--- config.mk ---
export PLATFORM = sky130hd
export DESIGN_NAME = bradc_readout
export DESIGN_NICKNAME = d
export VERILOG_FILES = /design/src/core/bradc_pkg.sv /design/src/core/bradc_readout.sv
export SDC_FILE = /design/constraint.sdc
export NUM_CORES = 2
export LEC_CHECK = 0
export ABC_CLOCK_PERIOD_IN_PS = 21000
export BUFFER_PORTS_ARGS = -buffer_cell sky130_fd_sc_hd__buf_4
export CELL_PAD_IN_SITES_DETAIL_PLACEMENT = 1
export CELL_PAD_IN_SITES_GLOBAL_PLACEMENT = 2
export CORE_MARGIN = 1.5
export CORE_UTILIZATION = 37
export CTS_CLUSTER_SIZE = 30
export DETAILED_ROUTE_END_ITERATION = 7
export GPL_TIMING_DRIVEN = 0
export PLACE_DENSITY_LB_ADDON = 0.1
export RECOVER_POWER = 50
export SLEW_MARGIN = 40
export SYNTH_ARGS = -nofsm -noshare
export SYNTH_HDL_FRONTEND = slang
export SYNTH_SLANG_ARGS = --single-unit
export TNS_END_PERCENT = 10
--- constraint.sdc ---
create_clock -name clk_i -period 21 [get_ports clk_i]
set_input_delay 1.05 -clock clk_i [delete_from_list [all_inputs] [get_ports clk_i]]
set_output_delay 1.05 -clock clk_i [all_outputs]
set_load 0.1 [all_outputs]
--- src/core/bradc_pkg.sv ---
// package of constants for the bridge converter readout block
package bradc_pkg;
  // ---------------------------------------------------------------
  // clock and timing
  // ---------------------------------------------------------------
  localparam int CLK_MHZ          = 100;
  localparam int MOD_RATE_HZ      = 76800;
  localparam int MOD_DIV          = (CLK_MHZ * 1000000) / MOD_RATE_HZ;
  localparam int MOD_DIV_W        = 11;
  localparam int DEC_SLOW         = 7680;          // modulator samples per result at 10 SPS
  localparam int DEC_FAST         = 960;           // modulator samples per result at 80 SPS
  localparam int DEC_W            = 13;
  localparam int STANDBY_US       = 20;
  localparam int STANDBY_CYC      = STANDBY_US * CLK_MHZ;
  localparam int STANDBY_W        = 12;
  // ---------------------------------------------------------------
  // data format
  // ---------------------------------------------------------------
  localparam int RES_W            = 18;
  localparam int ACC_W            = 56;
  localparam int BITCNT_W         = 5;
  localparam int MAX_SCLK         = 24;
  localparam logic [17:0] POS_FS  = 18'h1FFFF;
  localparam logic [17:0] NEG_FS  = 18'h20000;
endpackage

--- src/core/bradc_readout.sv ---
// digital side of the bridge converter: rate, power-down, sinc4 filter, serial readout
`timescale 1ns/10ps
// Summary of operation
// - converts continuously, 10 SPS with rate select low, 80 SPS high
// - power-down low resets all conversion logic except result_r, which keeps its last value
// - each of the first 18 shift-clock rising edges presents the next result bit
// - shift clock held high also requests standby
// - line driven low means a new result is ready
// - first rising edge after ready switches line to data, msb first
// - results are 18 bits wide
// - sinc4 decimation of modulator bits at 76.8 kHz
// - clocks beyond 18 bits force line high until next result
// - two's complement result, clipped to 1FFFFh and 20000h
// - standby after shift clock high 20 us; low wakes the device
module bradc_readout #(
  parameter int DEC_SLOW_P = bradc_pkg::DEC_SLOW,
  parameter int DEC_FAST_P = bradc_pkg::DEC_FAST
) (
  // clock and reset
  input  wire logic clk_i,
  input  wire logic nrst_i,
  // pin controls
  input  wire logic power_down_n_i,
  input  wire logic speed_i,
  // modulator bitstream from the analog side
  input  wire logic mod_bit_i,
  // serial link
  input  wire logic sclk_i,
  output logic      ready_data_out_o,
  // status
  output logic      standby_o,
  output logic      mod_strobe_o
);
  // widths from the package keep filter and result in step
  localparam int W  = bradc_pkg::ACC_W;
  localparam int RW = bradc_pkg::RES_W;

  // ---------------------------------------------------------------
  // input synchronisers
  // ---------------------------------------------------------------
  logic [1:0] sclk_sy_r;
  logic [1:0] pdn_sy_r;
  logic [1:0] spd_sy_r;
  logic [1:0] mod_sy_r;
  logic       sclk_d_r;
  logic       run;
  logic       sclk_rise;

  // two stages each; logic reads only the second stage of each pair,
  // so a pin change reaches the logic two to three clocks late
  always_ff @(posedge clk_i or negedge nrst_i) begin
    if (!nrst_i) begin
      sclk_sy_r <= 2'h0;
      pdn_sy_r  <= 2'h0;
      spd_sy_r  <= 2'h0;
      mod_sy_r  <= 2'h0;
      sclk_d_r  <= 1'b0;
    end else begin
      sclk_sy_r <= {sclk_sy_r[0], sclk_i};
      pdn_sy_r  <= {pdn_sy_r[0], power_down_n_i};
      spd_sy_r  <= {spd_sy_r[0], speed_i};
      mod_sy_r  <= {mod_sy_r[0], mod_bit_i};
      sclk_d_r  <= sclk_sy_r[1];
    end
  end

  assign run       = pdn_sy_r[1];
  assign sclk_rise = sclk_sy_r[1] & ~sclk_d_r;

  // ---------------------------------------------------------------
  // standby detection
  // ---------------------------------------------------------------
  logic [bradc_pkg::STANDBY_W-1:0] hi_cnt_r;
  logic                            stby_hit;

  // count holds at its end value, so this stays true for the whole standby;
  // readout and strobe use it to act in the same cycle that standby_o rises
  assign stby_hit = run & sclk_sy_r[1]
                  & (hi_cnt_r == bradc_pkg::STANDBY_W'(bradc_pkg::STANDBY_CYC - 1));

  // clock held high for the activation time enters standby; low wakes
  // any high stretch counts, not only one that follows a ready indication
  always_ff @(posedge clk_i or negedge nrst_i) begin
    if (!nrst_i) begin
      hi_cnt_r  <= '0;
      standby_o <= 1'b0;
    end else if (!run || !sclk_sy_r[1]) begin
      hi_cnt_r  <= '0;
      standby_o <= 1'b0;
    end else if (hi_cnt_r == bradc_pkg::STANDBY_W'(bradc_pkg::STANDBY_CYC - 1)) begin
      standby_o <= 1'b1;
    end else begin
      hi_cnt_r  <= hi_cnt_r + 1'b1;
    end
  end

  // ---------------------------------------------------------------
  // modulator sample strobe, 76.8 kHz
  // ---------------------------------------------------------------
  logic [bradc_pkg::MOD_DIV_W-1:0] div_r;
  logic                            tick;
  assign tick = (div_r == bradc_pkg::MOD_DIV_W'(bradc_pkg::MOD_DIV - 1));

  // free divider; the oscillator keeps running in standby
  always_ff @(posedge clk_i or negedge nrst_i) begin
    if (!nrst_i) begin
      div_r        <= '0;
      mod_strobe_o <= 1'b0;
    end else begin
      div_r        <= (!run || tick) ? '0 : div_r + 1'b1;
      // the analog side sleeps in standby, so no sample strobe goes out
      mod_strobe_o <= run & tick & ~stby_hit;
    end
  end

  // ---------------------------------------------------------------
  // sinc4 filter: four integrators, four combs at decimation
  // ---------------------------------------------------------------
  logic [W-1:0]                   integ_r [4];
  logic [W-1:0]                   comb_d_r [4];
  logic [W-1:0]                   comb_v [5];
  logic [bradc_pkg::DEC_W-1:0]    dec_cnt_r;
  logic [bradc_pkg::DEC_W-1:0]    dec_len;
  logic                           dec_done;
  logic                           conv_en;
  logic                           new_res_r;
  logic [RW-1:0]                  result_r;
  logic signed [W-1:0]            scaled;

  assign conv_en  = run & ~standby_o & tick;
  assign dec_len  = spd_sy_r[1] ? bradc_pkg::DEC_W'(DEC_FAST_P)
                                : bradc_pkg::DEC_W'(DEC_SLOW_P);
  // greater-or-equal so a switch to the fast rate mid-conversion ends it at
  // once instead of letting the counter run round its full range
  assign dec_done = conv_en & (dec_cnt_r >= dec_len - 1'b1);

  // integrators run at the modulator rate; wraparound is harmless in CIC
  always_ff @(posedge clk_i or negedge nrst_i) begin
    if (!nrst_i) begin
      for (int i = 0; i < 4; i++) integ_r[i] <= '0;
      dec_cnt_r <= '0;
    end else if (!run || standby_o) begin
      for (int i = 0; i < 4; i++) integ_r[i] <= '0;
      dec_cnt_r <= '0;
    end else if (conv_en) begin
      integ_r[0] <= integ_r[0] + (mod_sy_r[1] ? W'(1) : {W{1'b1}});
      for (int i = 1; i < 4; i++) integ_r[i] <= integ_r[i] + integ_r[i-1];
      dec_cnt_r <= dec_done ? '0 : dec_cnt_r + 1'b1;
    end
  end

  // comb chain evaluated combinationally at the decimation instant
  always_comb begin
    comb_v[0] = integ_r[3];
    for (int i = 0; i < 4; i++) comb_v[i+1] = comb_v[i] - comb_d_r[i];
  end

  // gain of dec_len^4 normalised by shifting; slow path divides further
  // with shortened decimation the shift leaves little more than the sign
  assign scaled = spd_sy_r[1] ? ($signed(comb_v[4]) >>> 22) : ($signed(comb_v[4]) >>> 34);

  // delays of the comb stages and clipped result capture
  // results in progress are dropped in standby; the first one after wake comes from an emptied filter and is partial
  always_ff @(posedge clk_i or negedge nrst_i) begin
    if (!nrst_i) begin
      for (int i = 0; i < 4; i++) comb_d_r[i] <= '0;
      result_r  <= '0;
      new_res_r <= 1'b0;
    end else if (!run || standby_o) begin
      for (int i = 0; i < 4; i++) comb_d_r[i] <= '0;
      new_res_r <= 1'b0;
    end else begin
      new_res_r <= dec_done;
      if (dec_done) begin
        for (int i = 0; i < 4; i++) comb_d_r[i] <= comb_v[i];
        if (scaled > $signed(W'(bradc_pkg::POS_FS)))
          result_r <= bradc_pkg::POS_FS;
        else if (scaled < -$signed(W'(bradc_pkg::NEG_FS)))
          result_r <= bradc_pkg::NEG_FS;
        else
          result_r <= scaled[RW-1:0];
      end
    end
  end

  // ---------------------------------------------------------------
  // serial readout
  // ---------------------------------------------------------------
  // bit_cnt_r stops at the clock limit, so later rises change nothing
  logic [RW-1:0]                    shift_r;
  logic [bradc_pkg::BITCNT_W-1:0]   bit_cnt_r;

  // line idles high; a new result pulls it low, rising edges shift out
  // a result landing mid-readback overwrites the shifter; the host keeps pace
  always_ff @(posedge clk_i or negedge nrst_i) begin
    if (!nrst_i) begin
      shift_r          <= '0;
      bit_cnt_r        <= '0;
      ready_data_out_o <= 1'b1;
    end else if (!run) begin
      shift_r          <= '0;
      bit_cnt_r        <= '0;
      ready_data_out_o <= 1'b1;
    end else if (stby_hit) begin
      // standby holds the line high and abandons any readback in progress
      bit_cnt_r        <= bradc_pkg::BITCNT_W'(bradc_pkg::MAX_SCLK);
      ready_data_out_o <= 1'b1;
    end else if (new_res_r) begin
      shift_r          <= result_r;
      bit_cnt_r        <= '0;
      ready_data_out_o <= 1'b0;
    end else if (sclk_rise && bit_cnt_r != bradc_pkg::BITCNT_W'(bradc_pkg::MAX_SCLK)) begin
      bit_cnt_r <= bit_cnt_r + 1'b1;
      if (bit_cnt_r < bradc_pkg::BITCNT_W'(RW)) begin
        ready_data_out_o <= shift_r[RW-1];
        shift_r          <= {shift_r[RW-2:0], 1'b0};
      end else begin
        ready_data_out_o <= 1'b1;
      end
    end
  end
endmodule

==> summary.txt <==
Status - complete, but fails checks
Failing checks - capacitance limit, slew limit
P_leak - 23.4 nW
Met2 WL - 66,900 um
GP Congestion - 0.879
Final hold violation count - 0
FF+latch count, synth - 538
Row Count - 126
Dpl hpwl - 112,000 um
Most frequent cells in the layout - nand2_1 (720), a21oi_1 (543), dfrtp_1 (537)
Worst slew pin tran - 3.73 ns
Area of the core - 0.118 mm^2
Setup tns final - 0 ns
# clock sinks - 538
Maxcap violations - 10
Post-synth EDFFs - 0
RSZ-0062 raised after global routing - false
Die ar. - 0.121 mm^2
Most common cell after layout, fill and taps aside - nand2_1
Setup-failing EPs final - 0
Syn_area_per_cell - 8.25 um^2
Req. time, crit path - 21.10 ns
Crit Path Class - input port to asynchronous set/reset pin
Yosys warns - 0
Rel. slew slack - -149%
Largest net degree at the start of global routing - 70
H-tree Lvls - 3
CTS Hold Bufs - 0
Root buffer cell - clkbuf_16
Crit-path max FO - 69
Setup WS pre-CTS - 9.20 ns
Post-Syn Nets - 5,797
Clock Latency Late Sink - 0.65 ns
Initial core utilization - 37.3%
Routed vias/inst - 5.48
Iter 0 DRT Violations - 1,752
Ys flop type - dfrtp_1
First-pass GRT wire length - 227,000 um
Layout cell share with drive strength beyond 1 - 4.81%
Io pins - 9
Netlist Area Pre-Place - 0.0440 mm^2
FFs w/ async S/R, synth - 100%
Peak VDD IR - 0.0000494 V
Met1 Wirelength - 67,200 um
Congestion Overflow GR - 0
Fin Hold WS - 0.352 ns
Nets - 5,894
Setup crit start kind - input port
WL/cell - 20.1 um
CP endpoint kind - asynchronous set/reset pin
Pins over their slew limit - 557
Die H - 348 um
Final worst path period share - 63.4%
Final min period - 13.31 ns
Post-route ant nets - 0
Pre-Repair DR Iteration Count - 5
Antenna Cells - 0
Die W - 348 um
Fill count - 14,024
Port buffer count - 8
Final WL - 141,000 um
DRC - 0
Clk_skew - 0.0223 ns
Max Used Layer - met4
GRT Util Overall - 23.3%
Initial antenna violation count - 2
Mapped Cells - 5,335
Post-CTS Setup Repair Bufs - 0
Post-cts gate resize count - 0
Yosys cell types - 100
Arr. time, crit path - 13.41 ns
CTS max path bufs - 3
Post-synthesis sequential area ratio - 30.6%
DR WL met3 - 2670 um
Fmax achieved - 75.1 MHz
Clk pin slew, worst setup/hold paths - 0.06 ns
Vias - 38,466
Post-route setup slack - 7.69 ns
HP Class - flop to flop
Area Growth Syn to Fin - 10.6%
Vias in the first global route - 39,805
CTS tree - built
Pwr/cell area - 49.6 mW/mm^2
CTS buffer count - 72
## worst max-delay path: stages
cell	delay, ns
clkbuf_1	1.23
clkbuf_1	1.99
clkbuf_1	1.96
clkbuf_1	2.62
clkbuf_1	2.16
clkbuf_1	2.21
## worst paths after layout
path / start / slack, ns / end / depth (start not counted)
worst max-delay path: nrst_i / 7.69 / integ_r[222] / 6
worst min-delay path: pdn_sy_r[0] / 0.35 / pdn_sy_r[1] / 0
worst max register to register: comb_v[224] / 9.23 / result_r[5] / 47
worst min register to register: pdn_sy_r[0] / 0.35 / pdn_sy_r[1] / 0
max in group clk_i: comb_v[224] / 9.23 / result_r[5] / 47
min in group asynchronous: nrst_i / 0.87 / comb_d_r[4] / 1
## synth_stat cells, types with 10 or more instances
master / number / share of area (%)
clkbuf_1: 184 / 1.6
nand2b_1: 50 / 0.71
and4_1: 16 / 0.32
a21oi_1: 543 / 6.2
a41oi_1: 11 / 0.22
o21ai_0: 256 / 2.9
nand4_1: 56 / 0.80
buf_1: 10 / 0.085
nand3_1: 109 / 1.2
and2_1: 23 / 0.33
a21oi_2: 12 / 0.24
nand3b_1: 13 / 0.22
a31oi_1: 48 / 0.68
a21boi_0: 21 / 0.36
mux2i_1: 14 / 0.32
o211ai_1: 27 / 0.46
inv_1: 336 / 2.9
nor2b_1: 45 / 0.64
a211o_1: 12 / 0.24
o21ai_1: 19 / 0.22
a211oi_1: 49 / 0.84
or2_2: 17 / 0.24
nand2_1: 720 / 6.1
a21o_1: 294 / 5.0
ha_1: 449 / 13
dfrtp_1: 537 / 31
nor3_1: 81 / 0.92
o31ai_1: 203 / 3.5
nor3b_1: 14 / 0.24
mux2_2: 21 / 0.54
and3_1: 52 / 0.74
a31o_2: 10 / 0.20
xnor2_1: 238 / 4.7
nor2_1: 315 / 2.7
o21bai_1: 77 / 1.3
or3_1: 41 / 0.58
a2111oi_0: 11 / 0.22
o31a_1: 12 / 0.24
xor2_1: 149 / 3.0
o21a_1: 61 / 1.0
## state kept, by name (all words and copies together) (netlist names), 2 cells and up
register and flops:
dec_cnt_r 13, mod_sy_r 2, hi_cnt_r 12, result_r 18, integ_r 168, comb_v 56, shift_r 18, spd_sy_r 2
comb_d_r 224, pdn_sy_r 2, sclk_sy_r 2, bit_cnt_r 5, div_r 11
## metal layers
layer / vias to the layer above / GRT usage [%]
met5: - / 0
met4: 0 / 7.66
met3: 172 / 1.98
met2: 300 / 40.1
met1: 18621 / 30.9
li1: 19373 / -
## layout make-up
cell class | count | area [um^2] | share of cell area (%)
plain buffers | 203 | 830 | 1.70
clock buffers | 102 | 2100 | 4.30
clock inverters | 29 | 353 | 0.724
inverters | 337 | 1270 | 2.60
multi-input cells | 4257 | 28500 | 58.6
flip-flops and latches | 538 | 13500 | 27.6
well taps | 1536 | 1920 | 3.95
repair buffers | 23 | 240 | 0.493
## per-stage QoR
step	area, um^2	instances	power (W)	util (%)
floorplan	44000	5335	0.00110	-
global placement	46000	6879	0.00114	39.0
detailed placement	46500	6894	0.00115	39.4
CTS	48900	7025	0.00247	41.4
global route	48700	7025	0.00250	41.2
finish	48700	7025	0.00242	41.2
## cell families after synthesis
group                      synth area share, %
adders and majority gates                 13.1
AOI/OAI and AO/OA                         26.6
buffers and inverters                     4.66
DFF                                       30.6
xor gates and xnor gates                  7.79
muxes                                    0.855
and+or+nand+nor                           16.4
## power breakdown
group          switching [W]  total [W]  internal [W]
Combinational      0.0000686  0.0000849     0.0000163
Sequential        0.00000176    0.00104       0.00104
Clock               0.000509    0.00129      0.000782
Total               0.000580    0.00242       0.00184
Note: power is estimated with default switching activity, not from simulation.
